[config.mk]
export PLATFORM = sky130hd
export DESIGN_NAME = fpp_protect
export DESIGN_NICKNAME = d
export VERILOG_FILES = /design/src/fpp_protect_pkg.sv /design/src/fpp_protect.sv
export VERILOG_INCLUDE_DIRS = /design/src
export SDC_FILE = /design/constraint.sdc
export NUM_CORES = 1
export LEC_CHECK = 0
export BUFFER_PORTS_ARGS = -buffer_cell sky130_fd_sc_hd__buf_4
export CORE_ASPECT_RATIO = 0.75
export CORE_MARGIN = 1
export CORE_UTILIZATION = 40
export CTS_BUF_LIST = sky130_fd_sc_hd__clkbuf_8
export CTS_CLUSTER_DIAMETER = 40
export DETAILED_ROUTE_END_ITERATION = 10
export GPL_TIMING_DRIVEN = 0
export HOLD_SLACK_MARGIN = 0.06
export PLACE_DENSITY = 0.69
export SKIP_LAST_GASP = 1
export SLEW_MARGIN = 15
export SYNTH_ARGS = -nofsm -noshare
export SYNTH_HDL_FRONTEND = slang
export SYNTH_SLANG_ARGS = --single-unit
[constraint.sdc]
create_clock -name clock -period 2.8 [get_ports clock]
set_input_delay 0.56 -clock clock [delete_from_list [all_inputs] [get_ports clock]]
set_output_delay 0.56 -clock clock [all_outputs]
set_load 0.02 [all_outputs]
[src/fpp_protect_params.svh]
// Offsets, addresses, field positions, key values and reset values for the flash protection block
`ifndef FPP_PROTECT_PARAMS_SVH
`define FPP_PROTECT_PARAMS_SVH
`define FPP_OFS_BOOT        8'h00
`define FPP_OFS_CODE        8'h04
`define FPP_OFS_SEC         8'h08
`define FPP_OFS_KEY         8'h0C
`define FPP_ADR_CODE_LO     16'hE5FC
`define FPP_ADR_BOOT        16'hE5FD
`define FPP_ADR_CODE_HI     16'hE5FE
`define FPP_ADR_SEC         16'hE5FF
`define FPP_ADR_RSV_LO      16'hE5F9
`define FPP_ADR_ISP_LO      16'hE000
`define FPP_ADR_ISP_HI      16'hE5FF
`define FPP_ADR_PGM_END     16'hC000
`define FPP_ADR_CODE_END    17'h01FFF
`define FPP_BOOT_OFF        7'h7F
`define FPP_CODE_OFF        10'h3FF
`define FPP_BOOT_TAIL       7'h0F
`define FPP_KEY_VALUE       8'h6A
`define FPP_KEY_READ        16'h00FF
`define FPP_BLANK_MSB       15
`define FPP_BLANK_LSB       13
`define FPP_CODE_MSB        9
`define FPP_WLOCK_MSB       7
`define FPP_WLOCK_LSB       4
`define FPP_RLOCK_MSB       3
`define FPP_RST_BOOT        8'h7F
`define FPP_RST_CODE        16'h03FF
`define FPP_RST_SEC         8'h00
`endif

[src/fpp_protect_pkg.sv]
// Types shared by the flash protection block
package fpp_protect_pkg;
    typedef enum logic [1:0] {
        OP_WRITE = 2'h0,
        OP_ERASE = 2'h1,
        OP_MASS  = 2'h2
    } fpp_op_e;
    typedef struct packed {
        logic        valid;
        fpp_op_e     op;
        logic [15:0] addr;
        logic [15:0] data;
    } fpp_req_s;
    typedef enum logic [5:0] {
        S_FC    = 6'h01,
        S_FD    = 6'h02,
        S_FE    = 6'h04,
        S_FF    = 6'h08,
        S_DRAIN = 6'h10,
        S_RUN   = 6'h20
    } fpp_state_e;
endpackage

[src/fpp_protect.sv]
// Flash program memory protection: reset load, write/read locks, write key, test access
// Functional notes
// - Boot control byte loads after reset; bit 7 reserved, bits 6:0 boot limit.
// - Limit not 7F blocks writes from 0 to limit*128+15.
// - Limit 7F means no boot region, no boot protection.
// - Code control word loads after reset: blank 15:13, reserved 12:10, start 9:0.
// - Blank pattern with two or more bits set and env pins high selects programming environment.
// - Start not 3FF blocks writes start*128 to 1FFF; 3FF disables it.
// - Security byte loads after reset: write lock 7:4, read lock 3:0.
// - Lock code enabled when zero or single bit set, else disabled.
// - Read lock returns zero outside normal run environment.
// - Read lock drops reserved odd-byte erases and mass erases unless overridden.
// - Write lock drops program writes, reserved odd erases, mass erases unless overridden.
// - Programming-flash write proceeds only with key 6A written just before.
// - Wrong key write clears key; repeated correct key keeps it set.
// - Key register always reads FF.
// - Test mode gives pins direct array access bypassing the core.
// - Test access reaches all cells not dropped by an enabled lock, including data-unused bytes.
// - Protection values change only at the next reset reload.
// - Enabled locks cannot be disabled by any path.
// - Control bytes copied before the first instruction fetch.
//
// The address-and-strobe port and the address map were left to the implementer.
`include "fpp_protect_params.svh"
`timescale 1ns/10ps
`default_nettype none
module fpp_protect #(
    parameter int ENV_W = 2
) (
    input  wire logic                     clock,
    input  wire logic                     rstn,
    input  wire logic [7:0]               regAddr,
    input  wire logic [15:0]              regWdata,
    input  wire logic                     regWr,
    input  wire logic                     regRd,
    output logic      [15:0]              regRdata,
    input  wire logic [ENV_W-1:0]         envSelPins,
    input  wire logic                     testMode,
    input  wire logic                     securityOverridePin,
    input  wire fpp_protect_pkg::fpp_req_s cpuReq,
    input  wire fpp_protect_pkg::fpp_req_s testReq,
    input  wire logic                     cpuRdReq,
    input  wire logic [15:0]              cpuRdAddr,
    input  wire logic [15:0]              arrRdData,
    output logic                          arrRdEn,
    output logic      [15:0]              arrRdAddr,
    output logic      [15:0]              cpuRdData,
    output logic                          cpuRdValid,
    output fpp_protect_pkg::fpp_req_s     flashCmd,
    output logic                          loadDone,
    output logic                          inSystemProgEnv,
    output logic                          normalRunEnv
);
    fpp_protect_pkg::fpp_state_e state_reg;
    fpp_protect_pkg::fpp_req_s   req;
    logic [7:0]  bootCtrl_reg;
    logic [15:0] codeCtrl_reg;
    logic [7:0]  secCtrl_reg;
    logic        key_reg;
    logic        capValid_reg;
    logic [1:0]  capIdx_reg;
    logic        rdGate_reg;
    logic        rdPend_reg;
    logic        running;
    logic        readLock;
    logic        writeLock;
    logic        inBoot;
    logic        inCode;
    logic        inIsp;
    logic        inPgm;
    logic        rsvOdd;
    logic        allow;
    logic        keyWr;
    logic        keyGood;
    logic [16:0] codeLo;

    // Lock code: zero or a single set bit
    function automatic logic lockOn(input logic [3:0] code);
        lockOn = ($countones(code) <= 1);
    endfunction

    assign running  = (state_reg == fpp_protect_pkg::S_RUN);
    assign readLock  = lockOn(secCtrl_reg[`FPP_RLOCK_MSB:0]);
    assign writeLock = lockOn(secCtrl_reg[`FPP_WLOCK_MSB:`FPP_WLOCK_LSB]);
    assign req      = testMode ? testReq : cpuReq;
    assign keyWr    = regWr && (regAddr == `FPP_OFS_KEY);
    assign keyGood  = keyWr && (regWdata[7:0] == `FPP_KEY_VALUE);
    assign codeLo   = {codeCtrl_reg[`FPP_CODE_MSB:0], 7'h00};

    // boot region decode, limit 7F disables
    assign inBoot = (bootCtrl_reg[6:0] != `FPP_BOOT_OFF) &&
                    (req.addr[15:7] <= {2'h0, bootCtrl_reg[6:0]}) &&
                    ((req.addr[15:7] < {2'h0, bootCtrl_reg[6:0]}) || (req.addr[6:0] <= `FPP_BOOT_TAIL));
    assign inCode = (codeCtrl_reg[`FPP_CODE_MSB:0] != `FPP_CODE_OFF) &&
                    ({1'b0, req.addr} >= codeLo) && ({1'b0, req.addr} <= `FPP_ADR_CODE_END);
    assign inIsp  = (req.addr >= `FPP_ADR_ISP_LO) && (req.addr <= `FPP_ADR_ISP_HI);
    assign inPgm  = (req.addr < `FPP_ADR_PGM_END);
    assign rsvOdd = (req.addr >= `FPP_ADR_RSV_LO) && (req.addr <= `FPP_ADR_ISP_HI) && req.addr[0];

    // Decide whether a request reaches the array
    always_comb begin
        allow = req.valid && running;
        // test pins bypass region and key checks
        // array cells outside enabled locks reachable in test mode
        if (!testMode) begin
            if (req.op != fpp_protect_pkg::OP_MASS && inPgm && (inBoot || inCode)) begin
                allow = 1'b0;
            end
            if (req.op != fpp_protect_pkg::OP_MASS && inIsp && !key_reg) begin
                allow = 1'b0;
            end
        end
        if (!securityOverridePin) begin
            // read lock guards odd reserved-byte erases and mass erase
            if (readLock && (req.op == fpp_protect_pkg::OP_MASS ||
                             (req.op == fpp_protect_pkg::OP_ERASE && rsvOdd))) begin
                allow = 1'b0;
            end
            // write lock guards program-area commands, mass erase and odd reserved erases
            if (writeLock && (inPgm || req.op == fpp_protect_pkg::OP_MASS ||
                              (req.op == fpp_protect_pkg::OP_ERASE && rsvOdd))) begin
                allow = 1'b0;
            end
        end
    end

    // load sequence before the core may fetch
    always_ff @(posedge clock) begin
        if (!rstn) begin
            state_reg <= fpp_protect_pkg::S_FC;
        end else begin
            case (state_reg)
                fpp_protect_pkg::S_FC:    state_reg <= fpp_protect_pkg::S_FD;
                fpp_protect_pkg::S_FD:    state_reg <= fpp_protect_pkg::S_FE;
                fpp_protect_pkg::S_FE:    state_reg <= fpp_protect_pkg::S_FF;
                fpp_protect_pkg::S_FF:    state_reg <= fpp_protect_pkg::S_DRAIN;
                fpp_protect_pkg::S_DRAIN: begin
                    if (capValid_reg && capIdx_reg == 2'h3) begin
                        state_reg <= fpp_protect_pkg::S_RUN;
                    end
                end
                fpp_protect_pkg::S_RUN:   state_reg <= fpp_protect_pkg::S_RUN;
                default:                  state_reg <= fpp_protect_pkg::S_FC;
            endcase
        end
    end

    // Array read port shared by loader and core
    always_ff @(posedge clock) begin
        if (!rstn) begin
            arrRdEn   <= 1'b0;
            arrRdAddr <= 16'h0000;
        end else begin
            case (state_reg)
                fpp_protect_pkg::S_FC: begin
                    arrRdEn   <= 1'b1;
                    arrRdAddr <= `FPP_ADR_CODE_LO;
                end
                fpp_protect_pkg::S_FD: begin
                    arrRdEn   <= 1'b1;
                    arrRdAddr <= `FPP_ADR_BOOT;
                end
                fpp_protect_pkg::S_FE: begin
                    arrRdEn   <= 1'b1;
                    arrRdAddr <= `FPP_ADR_CODE_HI;
                end
                fpp_protect_pkg::S_FF: begin
                    arrRdEn   <= 1'b1;
                    arrRdAddr <= `FPP_ADR_SEC;
                end
                fpp_protect_pkg::S_RUN: begin
                    arrRdEn   <= cpuRdReq;
                    arrRdAddr <= cpuRdAddr;
                end
                default: begin
                    arrRdEn   <= 1'b0;
                    arrRdAddr <= 16'h0000;
                end
            endcase
        end
    end

    // Track which reserved byte returns next
    always_ff @(posedge clock) begin
        if (!rstn) begin
            capValid_reg <= 1'b0;
            capIdx_reg   <= 2'h0;
        end else begin
            capValid_reg <= arrRdEn && !running;
            capIdx_reg   <= arrRdAddr[1:0];
        end
    end

    // loaded only during the reset sequence
    // no software path alters the locks
    always_ff @(posedge clock) begin
        if (!rstn) begin
            bootCtrl_reg <= `FPP_RST_BOOT;
            codeCtrl_reg <= `FPP_RST_CODE;
            secCtrl_reg  <= `FPP_RST_SEC;
        end else if (capValid_reg && !running) begin
            case (capIdx_reg)
                2'h0: codeCtrl_reg[7:0] <= arrRdData[7:0];
                2'h1: bootCtrl_reg      <= {1'b0, arrRdData[6:0]};
                2'h2: codeCtrl_reg[15:8] <= {arrRdData[7:5], 3'h0, arrRdData[1:0]};
                2'h3: secCtrl_reg       <= arrRdData[7:0];
                default: secCtrl_reg    <= secCtrl_reg;
            endcase
        end
    end

    // environment chosen as the load finishes
    always_ff @(posedge clock) begin
        if (!rstn) begin
            inSystemProgEnv <= 1'b0;
            normalRunEnv    <= 1'b0;
            loadDone        <= 1'b0;
        end else begin
            loadDone <= running;
            if (state_reg == fpp_protect_pkg::S_DRAIN && capValid_reg && capIdx_reg == 2'h3) begin
                inSystemProgEnv <= ($countones(codeCtrl_reg[`FPP_BLANK_MSB:`FPP_BLANK_LSB]) >= 2) &&
                                   (&envSelPins);
                normalRunEnv    <= !(($countones(codeCtrl_reg[`FPP_BLANK_MSB:`FPP_BLANK_LSB]) >= 2) &&
                                     (&envSelPins)) && !testMode;
            end else if (running) begin
                normalRunEnv <= !inSystemProgEnv && !testMode;
            end
        end
    end

    // key consumed by any other register write or by a core request outside test mode
    // correct key sets, wrong write clears
    always_ff @(posedge clock) begin
        if (!rstn) begin
            key_reg <= 1'b0;
        end else if (keyGood) begin
            key_reg <= 1'b1;
        end else if ((regWr && !keyWr) || keyWr || (cpuReq.valid && running && !testMode)) begin
            key_reg <= 1'b0;
        end
    end

    // blocked commands never reach the array
    always_ff @(posedge clock) begin
        if (!rstn) begin
            flashCmd <= '0;
        end else begin
            flashCmd       <= req;
            flashCmd.valid <= allow;
        end
    end

    // read data gated under read lock outside normal run
    always_ff @(posedge clock) begin
        if (!rstn) begin
            rdGate_reg <= 1'b0;
            rdPend_reg <= 1'b0;
            cpuRdValid <= 1'b0;
            cpuRdData  <= 16'h0000;
        end else begin
            rdGate_reg <= readLock && !normalRunEnv;
            // Valid waits for array data
            rdPend_reg <= arrRdEn && running;
            cpuRdValid <= rdPend_reg;
            cpuRdData  <= rdGate_reg ? 16'h0000 : arrRdData;
        end
    end

    always_ff @(posedge clock) begin
        if (!rstn) begin
            regRdata <= 16'h0000;
        end else if (regRd) begin
            case (regAddr)
                `FPP_OFS_BOOT: regRdata <= {8'h00, bootCtrl_reg};
                `FPP_OFS_CODE: regRdata <= codeCtrl_reg;
                `FPP_OFS_SEC:  regRdata <= {8'h00, secCtrl_reg};
                `FPP_OFS_KEY:  regRdata <= `FPP_KEY_READ;
                default:       regRdata <= 16'h0000;
            endcase
        end else begin
            regRdata <= 16'h0000;
        end
    end
endmodule
`default_nettype wire

Yosys cells after proc, flatten, opt, wreduce, memory -nomap -nowiden --
Index checks and enable logic that the tools add are counted.
Word-level totals: bits in registers 128, bits of input ports 135, output and inout bits 88, word-level logic and storage cells 134
Cells by class: add/subtract/negate cells 8, magnitude comparators 12, eq/ne operators 19, mux-type cells 16, bitwise logic cells 1, reduce and logical (&&, ||, !) cells 56
Operators with widths (number):
- $pmux W16 S5 | 1
- $pmux W16 S4 | 1
- $pmux W6 S6 | 1
- $mux W35 | 1
- $ge A16 B16 Y1 const B | 2
- $logic_and A1 B1 Y1 | 30
- $ge A16 B17 Y1 | 1
- $eq A8 B4 Y1 const B | 2
- $le A16 B13 Y1 const B | 1
- $le A16 B16 Y1 const B | 1
- $lt A16 B16 Y1 const B | 1
- $reduce_and A2 Y1 | 6
- $add A1 B1 Y2 | 5
- $mux W1 | 10
- $ne A10 B10 Y1 const B | 1
- $le A9 B7 Y1 | 1
- $lt A9 B7 Y1 | 1
- $eq A8 B3 Y1 const B | 1
- $eq A8 B7 Y1 const B | 1
- $logic_not A8 Y1 | 1
- $le A7 B4 Y1 const B | 1
- $logic_not A1 Y1 | 7
- $logic_or A1 B1 Y1 | 7
- $ne A7 B7 Y1 const B | 1
- other kinds (20) | 27

Longest topological paths before layout --
Gate-level depths: netlist (run 1).
word-level depth 12, depth in mapped cells 9, gate-level depth less buffers 8

Worst setup path after synthesis (run 1) --
OpenSTA, ideal clock, no wires.
kind in2reg, start input port testMode, end register flashCmd[34] in the netlist's numbering, library setup time 127 ps, arrival 2423 ps, required time 2673 ps, slack 250 ps, cell stages on the path 9, path through buf_2 -> buf_2 -> mux2_2 -> ha_1 -> and4_1 -> a21boi_0 -> o32a_1 -> o22ai_1 -> nor3_1
RTL lines:
- from (decl) | RTL line fpp_protect.sv:38 | input wire logic testMode,
- to (signal assigned) | RTL line fpp_protect.sv:248 | flashCmd <= req;
- to (decl) | RTL line fpp_protect.sv:49 | output fpp_protect_pkg::fpp_req_s flashCmd,

==> qor.txt, run 1 <==
mux share of post-synthesis cell area - 10.91%
Die Ht - 100.9 um
total track usage - 23.26%
Post-Route WL - 15.53 mm
Rows - 35
post-synthesis async set-or-reset flop share - 0%
Inserted Diodes - 0
Yosys reg bits - 125
Sw Share - 27.98%
combinational group share of total power - 18.1%
max FFs per register - 35
dpl ws - -0.1383 ns
fin cells - 947
post-synthesis sequential area ratio - 47.97%
Post-synth EDFFs - 0
global-route wire length before repair - 23.81 mm
largest register by flop count - flashCmd
antenna violations before repair - 1
number of global-route vias before repair - 4567
Crit path top cell by count - buf_2
CTS tree - yes
Worst Path Required - 3.11 ns
Initial DRC Count - 336
hold_buf cts - 0
critical-path maximum fanout - 10
TNS Setup - 0 ns
Root Buffer - clkbuf_8
status - completed
placed wire-length estimate - 12.36 mm
postcts setup bufs - 0
post-cts gate resize count - 0
Adder-Cell Fraction of Synth Area - 4.845%
CP startpoint kind - input port
Compound-Gate Fraction of Synth Area - 10.31%
Sequential Power Share - 46.5%
fmax - 397.0 MHz
fin worst setup slack - 0.2812 ns
DRC viols - 0
Synth cell types - 55
PortBufs - 209
simple-gate share of the synthesized area - 20.41%
max cap viols - 0
Synth Flop Type - dfxtp_1
critical path's largest stage delay - 0.41 ns
Top Registers - flashCmd x35, arrRdAddr x16, cpuRdData x16
routed length per placed instance - 16.40 um
VDD IR-drop max - 0.3808 mV
clock skew - 0.008974 ns
worst min path class - input port to flip-flop
Via Count - 4758
CP Cell Sequence - buf_4, buf_2, buf_2, mux2_2, ha_1, and4_1, a21boi_0, o32a_1, o22ai_1, nor3_1
final hold vios - 0
Slew @ Worst Pin - 0.5989 ns
area of the mapped netlist - 5216 um2
placed insts - 915
met2 Use GR - 37.15%
Final Setup Violations - 0
Final period util - 89.96%
# IOs - 223
minimum clock period - 2.519 ns
Int Pwr - 2.962 mW
largest net degree at the start of global routing - 17
pins over their slew limit - 0
GR Layer Usage met1 - 30.28%
Yosys warnings - 0
Area growth, synth to finish - 41.16%
Final ANT Viol Nets - 0
overall power - 4.112 mW
Slowest-stage cell, CP - mux2_2
clk sinks - 125
starting density of the core - 41.79%
vias per cell - 5.024
NetSw - 1.151 mW
Nets - 922
Rel. slew slack - 60.07%
Die W - 133.9 um
xor-xnor portion of the synthesized cell area - 0.6716%
worst-skew pair later-pin latency - 0.43 ns
Lkg Pwr - 3.559 nW
number of detailed-routing iterations run before antenna repair - 5
busiest grt layer - met2
WP buf/inv - 3
Worst Setup End Kind - flip-flop
Routability Congestion - 0.8515
total grt overflow - 0
share of cells above drive strength 1 - 34.83%
CTS buffer count - 17
crit path DAT - 2.83 ns
DIE AREA - 13510 um2
met3 Use GR - 6.687%
largest family of logic cells by synthesized area - simple AND/OR/NAND/NOR gates
Max clock buf depth - 2
hold slack - 0.3247 ns
clk slew on worst S/H paths - 0.07 ns
Avg Cell Area, Syn - 9.696 um2
power per cell area - 558.5 nW/um2
WS Path Type - input port to flip-flop
Cells after Synth - 538
unrepaired setup endpoints after global routing - no
H-tree lvl count - 4
core area - 12480 um2
clock power share - 35.4%
Top delay family on crit path - buffers and inverters
## cells in the mapped netlist, drive strengths merged (3+ instances only)
cell    count  area, um2
o21ai      14      70.07
mux2i      49      490.5
nand3      10      50.05
nand2b      4      25.02
or3b        3      31.28
mux2        7      78.83
xor2        3      26.28
clkbuf     13      48.80
nor4        9      62.56
o21a       13      97.59
nor2       61      239.0
nor3       13      65.06
o211ai      8      60.06
inv        20      75.07
a22oi       3      22.52
dfxtp     125       2502
and2       31      193.9
a21oi      17      85.08
o22ai      11      68.82
buf        18      126.4
nor2b       3      18.77
nand4       5      31.28
and3        8      50.05
ha         17      212.7
nand2      41      153.9
## cells in the final DEF (no fill, tap or decap), types with 17 or more instances in the layout
master and n:
inv_1 22, clkbuf_8 19, a21oi_1 17, ha_1 17, and2_1 31, buf_4 216, nor2_1 59, mux2i_1 49
nand2_1 41, dfxtp_1 125
## cell type report
type / instances / area, um2
Buffer: 31 / 175.2
Clock buffer: 19 / 261.5
Clock inverter: 13 / 101.3
Fill cell: 1094 / 5117
Inverter: 20 / 75.07
Multi-Input combinational cell: 364 / 2471
Sequential cell: 125 / 2502
Tap cell: 166 / 207.7
Timing Repair Buffer: 209 / 1569
## through the flow
| step | util (%) | instance area [um2] |
|---|---|---|
| floorplan | - | 5224 |
| global placement | 56.09 | 7000 |
| detailed placement | 56.09 | 7000 |
| CTS | 59.00 | 7363 |
| global route | 59.00 | 7363 |
| finish | 59.00 | 7363 |
## worst paths after layout
kind,startpoint,endpoint,slack [ns],depth (start not counted)
max reg2reg,secCtrl_reg[1]$_SDFFE_PN0P_,flashCmd[34]$_SDFF_PN0_,0.68,6
min reg2reg,rdPend_reg$_SDFF_PN0_,cpuRdValid$_SDFF_PN0_,0.44,1
min,arrRdData[8],cpuRdData[8]$_SDFF_PP0_,0.32,2
max,testMode,flashCmd[34]$_SDFF_PN0_,0.28,10
## power groups by stage
stage | Combinational, mW | Sequential (mW) | Clock, mW
detailed placement | 0.743 | 1.95 | 0
floorplan | 0.290 | 2.04 | 0
global route | 0.803 | 1.92 | 1.57
CTS | 0.745 | 1.91 | 1.48
global placement | 0.727 | 1.95 | 0
finish | 0.745 | 1.91 | 1.46
## routing by layer
layer | up-vias | wire length, um
li1 | 2322 | -
met1 | 2237 | 6950
met2 | 179 | 7099
met3 | 20 | 1259
met4 | 0 | 219
met5 | - | 0
## kinds of logic after synthesis
family / count (synthesis)
buffers and inverters: 51
other: 1
XOR/XNOR: 4
AND/OR/NAND/NOR: 203
AO/OA/AOI/OAI: 79
multiplexers: 56
adder cells (fa/ha/maj): 19
flip-flops: 125
No activity file was read; power rests on OpenSTA's default activity.
==> run 2, diff against run 1 <==
CTS_CLUSTER_DIAMETER = not set   (was 40)
PLACE_DENSITY = 0.72   (was 0.69)
clock period = 2.3 ns   (was 2.8 ns; I/O delays follow)
==> qor.txt, run 2 (synthesis gave the netlist of run 1 again) <==
Inserted Diodes - 0
worst r2r src - secCtrl_reg[0]$_SDFFE_PN0P_
Int Pwr - 4.145 mW
critical path's largest stage delay - 0.35 ns
placed instance area - 7013 um2
vias per cell - 4.998
CTS buffer count - 17
antenna violations before repair - 0
placed insts - 915
# IOs - 223
Hold Path Origin - cpuRdAddr[9]
multi-input logic area - 2480 um2
Area growth, synth to finish - 43.87%
share of cells above drive strength 1 - 35.21%
FILL cells - 1092
max FFs per register - 35
largest register by flop count - flashCmd
Top Registers - flashCmd x35, arrRdAddr x16, cpuRdData x16
Rel. slew slack - 57.85%
number of global-route vias before repair - 4795
Lkg Pwr - 3.616 nW
H-tree lvl count - 4
Worst Setup End Kind - flip-flop
Post-Route WL - 15.46 mm
WS Path Type - input port to flip-flop
total track usage - 23.72%
PortBufs - 209
commonest cells after routing, fill and taps aside - 217 x buf_4, 125 x dfxtp_1, 59 x nor2_1
GR Layer Usage met1 - 30.58%
Die Ht - 100.9 um
met3 Use GR - 6.787%
hold_buf cts - 0
Die W - 133.9 um
CP startpoint kind - input port
Initial DRC Count - 229
met2 Use GR - 38.78%
clk slew on worst S/H paths - 0.08 ns
clock skew - 0.01201 ns
TNS Setup - 0 ns
unrepaired setup endpoints after global routing - no
post-cts gate resize count - 0
max cap viols - 0
critical-path maximum fanout - 10
combinational group share of total power - 16.2%
starting density of the core - 41.79%
busiest grt layer - met2
worst-skew pair later-pin latency - 0.44 ns
fin cells - 947
Sw Share - 25.51%
CTS tree - yes
status - completed
global-route wire length before repair - 24.29 mm
Slew @ Worst Pin - 0.6322 ns
Slowest-stage cell, CP - o32a_1
pins over their slew limit - 0
Max clock buf depth - 2
commonest non-fill, non-tap cell in the layout - buf_4
Storage cell area - 2502 um2
CP Cell Sequence - buf_4, buf_4, buf_6, mux2_4, ha_1, and4_1, a21boi_0, o32a_1, o22ai_1, nor3_2
largest net degree at the start of global routing - 17
Final Setup Violations - 0
Crit path top cell by count - buf_4
hold slack - 0.2149 ns
VDD IR-drop max - 0.5563 mV
worst min path class - input port to flip-flop
clk sinks - 125
cell area after layout - 7505 um2
crit path from - testMode
Routability Congestion - 0.9172
total grt overflow - 0
routed length per placed instance - 16.33 um
Nets - 922
Worst Path Required - 2.62 ns
number of detailed-routing iterations run before antenna repair - 6
minimum clock period - 2.179 ns
Via Count - 4733
core area - 12480 um2
crit path DAT - 2.50 ns
placed wire-length estimate - 12.13 mm
clock power share - 41.9%
NetSw - 1.420 mW
Rows - 35
Final period util - 94.74%
postcts setup bufs - 0
DIE AREA - 13510 um2
fmax - 458.9 MHz
power per cell area - 741.5 nW/um2
Root Buffer - clkbuf_8
DRC viols - 0
final hold vios - 0
Final ANT Viol Nets - 0
Sequential Power Share - 41.9%
==> run 2: cell count changes in the layout (fill, tap and decap cells not counted), moves of 2 or more <==
cell       delta
bufinv_16     +5
clkinv_2      -3
buf_2         -2
inv_1         -2
==> run 2: area by class of cell <==
class                      instances  share of cell area, %
sequential                       125                  33.34
multi-input combinational        364                  33.04
timing repair buffer             209                  20.91
clock buffer                      18                  3.301
clock inverter                    14                  3.184
tap                              166                  2.768
buffer                            31                  2.451
inverter                          20                  1.000
==> run 2: routing by layer <==
metal | share of wire, % | vias to the layer above
li1 | - | 2330
met1 | 45 | 2238
met2 | 48 | 158
met3 | 6.3 | 7
met4 | 0.58 | 0
met5 | 0 | -
==> run 2: worst max-delay path: cells and delay by family <==
kind                     cells  cell delay [ns]
AO/OA/AOI/OAI                3             0.66
buffers and inverters        3             0.45
multiplexers                 1             0.34
adder cells (fa/ha/maj)      1             0.31
AND/OR/NAND/NOR              2             0.27
==> run 2: through the flow <==
step | worst slack (ns) | utilization (%) | power, mW
CTS | 0.03121 | 60.09 | 5.610
finish | 0.1210 | 60.13 | 5.565
detailed placement | -0.4407 | 56.19 | 3.276
global placement | -0.3982 | 56.19 | 3.256
global route | 0.03462 | 60.13 | 5.785
floorplan | 0.03202 | - | 2.841
==> run 2: power by group through the flow <==
stage                     Clock (mW)  Sequential, mW  Combinational [mW]
after global routing            2.47            2.34               0.978
after global placement             0            2.37               0.883
final                           2.33            2.33               0.904
after floorplan                    0            2.48               0.356
after detailed placement           0            2.38               0.900
after CTS                       2.38            2.33               0.904
==> run 2: worst paths after layout <==
check	end	slack (ns)	cells after the start
worst max-delay path	flashCmd[34]$_SDFF_PN0_	0.12	10
worst min-delay path	arrRdAddr[9]$_SDFF_PN0_	0.21	2
worst max register to register	flashCmd[34]$_SDFF_PN0_	0.21	6
worst min register to register	cpuRdValid$_SDFF_PN0_	0.45	1
==> run 3, diff against run 2 <==
ABC_AREA = 1   (was not set)
SLEW_MARGIN = 20   (was 15)
==> qor.txt, run 3 <==
H-tree lvl count - 4
Yosys reg bits - 125
CP Cell Sequence - buf_4, inv_2, buf_6, nand2_1, nand2_1, inv_1, ha_1, nand4_1, nor2_1, nand4_1, a21oi_1, nor2_1, nor2_1, nor2_1
combinational group share of total power - 16.8%
max cap viols - 0
multi-input logic area - 2185 um2
Final period util - 85.61%
WS Path Type - input port to flip-flop
Lkg Pwr - 3.908 nW
commonest cells after routing, fill and taps aside - 217 x buf_4, 134 x nor2_1, 125 x dfxtp_1
Final ANT Viol Nets - 0
Final Setup Violations - 0
crit path from - testMode
Worst Path Required - 2.63 ns
Routability Congestion - 0.8412
clock skew - 0.01129 ns
Root Buffer - clkbuf_8
largest register by flop count - flashCmd
Rel. slew slack - 59.95%
R2R Setup Slk - 0.62 ns
largest net degree at the start of global routing - 17
placed instance area - 7027 um2
Worst Setup End Kind - flip-flop
most common cell in the netlist - nor2_1
worst r2r src - codeCtrl_reg[8]$_SDFFE_PN1P_
crit path DAT - 2.30 ns
CTS tree - yes
post-synthesis async set-or-reset flop share - 0%
Synth Flop Type - dfxtp_1
Slowest-stage cell, CP - ha_1
share of cells above drive strength 1 - 30.99%
Slew @ Worst Pin - 0.5963 ns
hold_buf cts - 0
FILL cells - 1214
cell accounting for the most synthesized area - dfxtp_1
Int Pwr - 3.889 mW
number of detailed-routing iterations run before antenna repair - 4
share of the synthesized area in the top cell type - 47.87%
starting density of the core - 41.74%
area of the mapped netlist - 5228 um2
PortBufs - 211
worst-skew pair later-pin latency - 0.44 ns
# IOs - 223
Post-synth EDFFs - 0
Sequential Power Share - 43.3%
CTS buffer count - 17
fmax - 507.9 MHz
RR Endpoint - flashCmd[34]$_SDFF_PN0_
VDD IR-drop max - 0.3895 mV
Yosys warnings - 0
critical path's largest stage delay - 0.30 ns
Area growth, synth to finish - 42.84%
cell area after layout - 7467 um2
minimum clock period - 1.969 ns
final hold vios - 0
Post-Route WL - 14.60 mm
DIE AREA - 13530 um2
Nets - 1067
vias per cell - 4.654
Rows - 35
post-synthesis sequential area ratio - 47.87%
core area - 12520 um2
post-cts gate resize count - 0
Die Ht - 101 um
clk sinks - 125
NetSw - 1.460 mW
placed wire-length estimate - 11.54 mm
Storage cell area - 2502 um2
clock power share - 39.9%
Avg Cell Area, Syn - 7.676 um2
number of global-route vias before repair - 4754
Initial DRC Count - 248
power per cell area - 716.3 nW/um2
Max clock buf depth - 2
pins over their slew limit - 0
worst min path class - input port to flip-flop
Cells after Synth - 681
CP startpoint kind - input port
commonest non-fill, non-tap cell in the layout - buf_4
status - completed
clk slew on worst S/H paths - 0.08 ns
Post-synth top cells - 134 x nor2_1, 125 x dfxtp_1, 119 x nand2_1
Synth cell types - 39
Sw Share - 27.29%
critical-path maximum fanout - 10
total grt overflow - 0
antenna violations before repair - 0
postcts setup bufs - 0
Top Registers - flashCmd x35, arrRdAddr x16, cpuRdData x16
Die W - 134.0 um
DRC viols - 0
max FFs per register - 35
Synth area leaders - dfxtp_1 48%, nor2_1 9.6%, nand2_1 8.5%
Via Count - 5082
routed length per placed instance - 13.37 um
global-route wire length before repair - 23.04 mm
Crit path top cell by count - nor2_1
Final Core Density - 59.62%
unrepaired setup endpoints after global routing - no
Inserted Diodes - 0
Worst R2R Path Depth - 11
total track usage - 22.30%
CP endpoint - flashCmd[34]$_SDFF_PN0_
[run 3: cell count changes in the layout (fill, tap and decap cells not counted), moves of 9 or more]
cell / previous run / this run
o21a_1: 13 / 0
a21oi_1: 17 / 29
nand2_1: 41 / 119
inv_1: 20 / 94
nor2_1: 59 / 134
o211ai_1: 8 / 17
o21ai_0: 13 / 26
mux2i_1: 49 / 0
and2_1: 31 / 0
[run 3: area by class of cell]
cell class / count / share of cell area [%]
repair buffers: 211 / 21.21
clock inverters: 14 / 2.580
plain buffers: 26 / 2.212
clock buffers: 18 / 3.318
well taps: 166 / 2.781
multi-input cells: 430 / 29.26
inverters: 102 / 5.127
flip-flops and latches: 125 / 33.51
[run 3: metal layers]
layer / vias up / routed length, um / GRT usage, %
li1: 2616 / - / -
met1: 2277 / 6761 / 28.41
met2: 171 / 6391 / 35.19
met3: 18 / 1262 / 7.743
met4: 0 / 186 / 7.430
met5: - / 0 / 0
[run 3: how the worst min path moves through the flow]
stage,from,to,slack [ns],cells past startpoint
finish,arrRdData[12],cpuRdData[12]$_SDFF_PP0_,0.23,3
global route,arrRdData[14],cpuRdData[14]$_SDFF_PP0_,0.22,3
CTS,arrRdData[11],cpuRdData[11]$_SDFF_PP0_,0.21,3
detailed placement,rdPend_reg$_SDFF_PN0_,cpuRdValid$_SDFF_PN0_,0.41,2
global placement,rdPend_reg$_SDFF_PN0_,cpuRdValid$_SDFF_PN0_,0.41,2
floorplan,rdPend_reg$_SDFF_PN0_,cpuRdValid$_SDFF_PN0_,0.39,2
[run 3: cells by family (layout without fill, tap and decap cells)]
| family | after synthesis | after routing | synth area share [%] |
|---|---|---|---|
| AND/OR/NAND/NOR | 308 | 308 | 25.42 |
| buffers and inverters | 128 | 371 | 10.48 |
| flip-flops | 125 | 125 | 47.87 |
| AO/OA/AOI/OAI | 100 | 100 | 11.32 |
| adder cells (fa/ha/maj) | 19 | 19 | 4.835 |
| other | 1 | 3 | 0.07174 |
[run 3: critical path, delay by kind of cell]
kind	cells	cell delay [ns]
buffers and inverters	4	0.55
AND/OR/NAND/NOR	8	0.81
adder cells (fa/ha/maj)	1	0.30
AO/OA/AOI/OAI	1	0.15
[run 3: per-stage QoR]
step	hold slack, ns	setup WS (ns)	std cells	total power [mW]	setup TNS, ns
floorplan	0.3905	0.3782	683	2.839	0
global placement	0.4094	-0.09343	1060	3.254	-0.09343
detailed placement	0.4103	-0.09472	1060	3.266	-0.09472
CTS	0.2084	0.3748	1092	5.389	0
global route	0.2166	0.1698	1092	5.587	0
finish	0.2305	0.3310	1092	5.349	0
[run 3: power by group through the flow]
stage	Clock [mW]	Sequential, mW	Combinational, mW
after floorplan	0	2.49	0.354
after global placement	0	2.36	0.890
after detailed placement	0	2.37	0.899
after CTS	2.17	2.32	0.904
after global routing	2.27	2.33	0.989
final	2.13	2.32	0.899
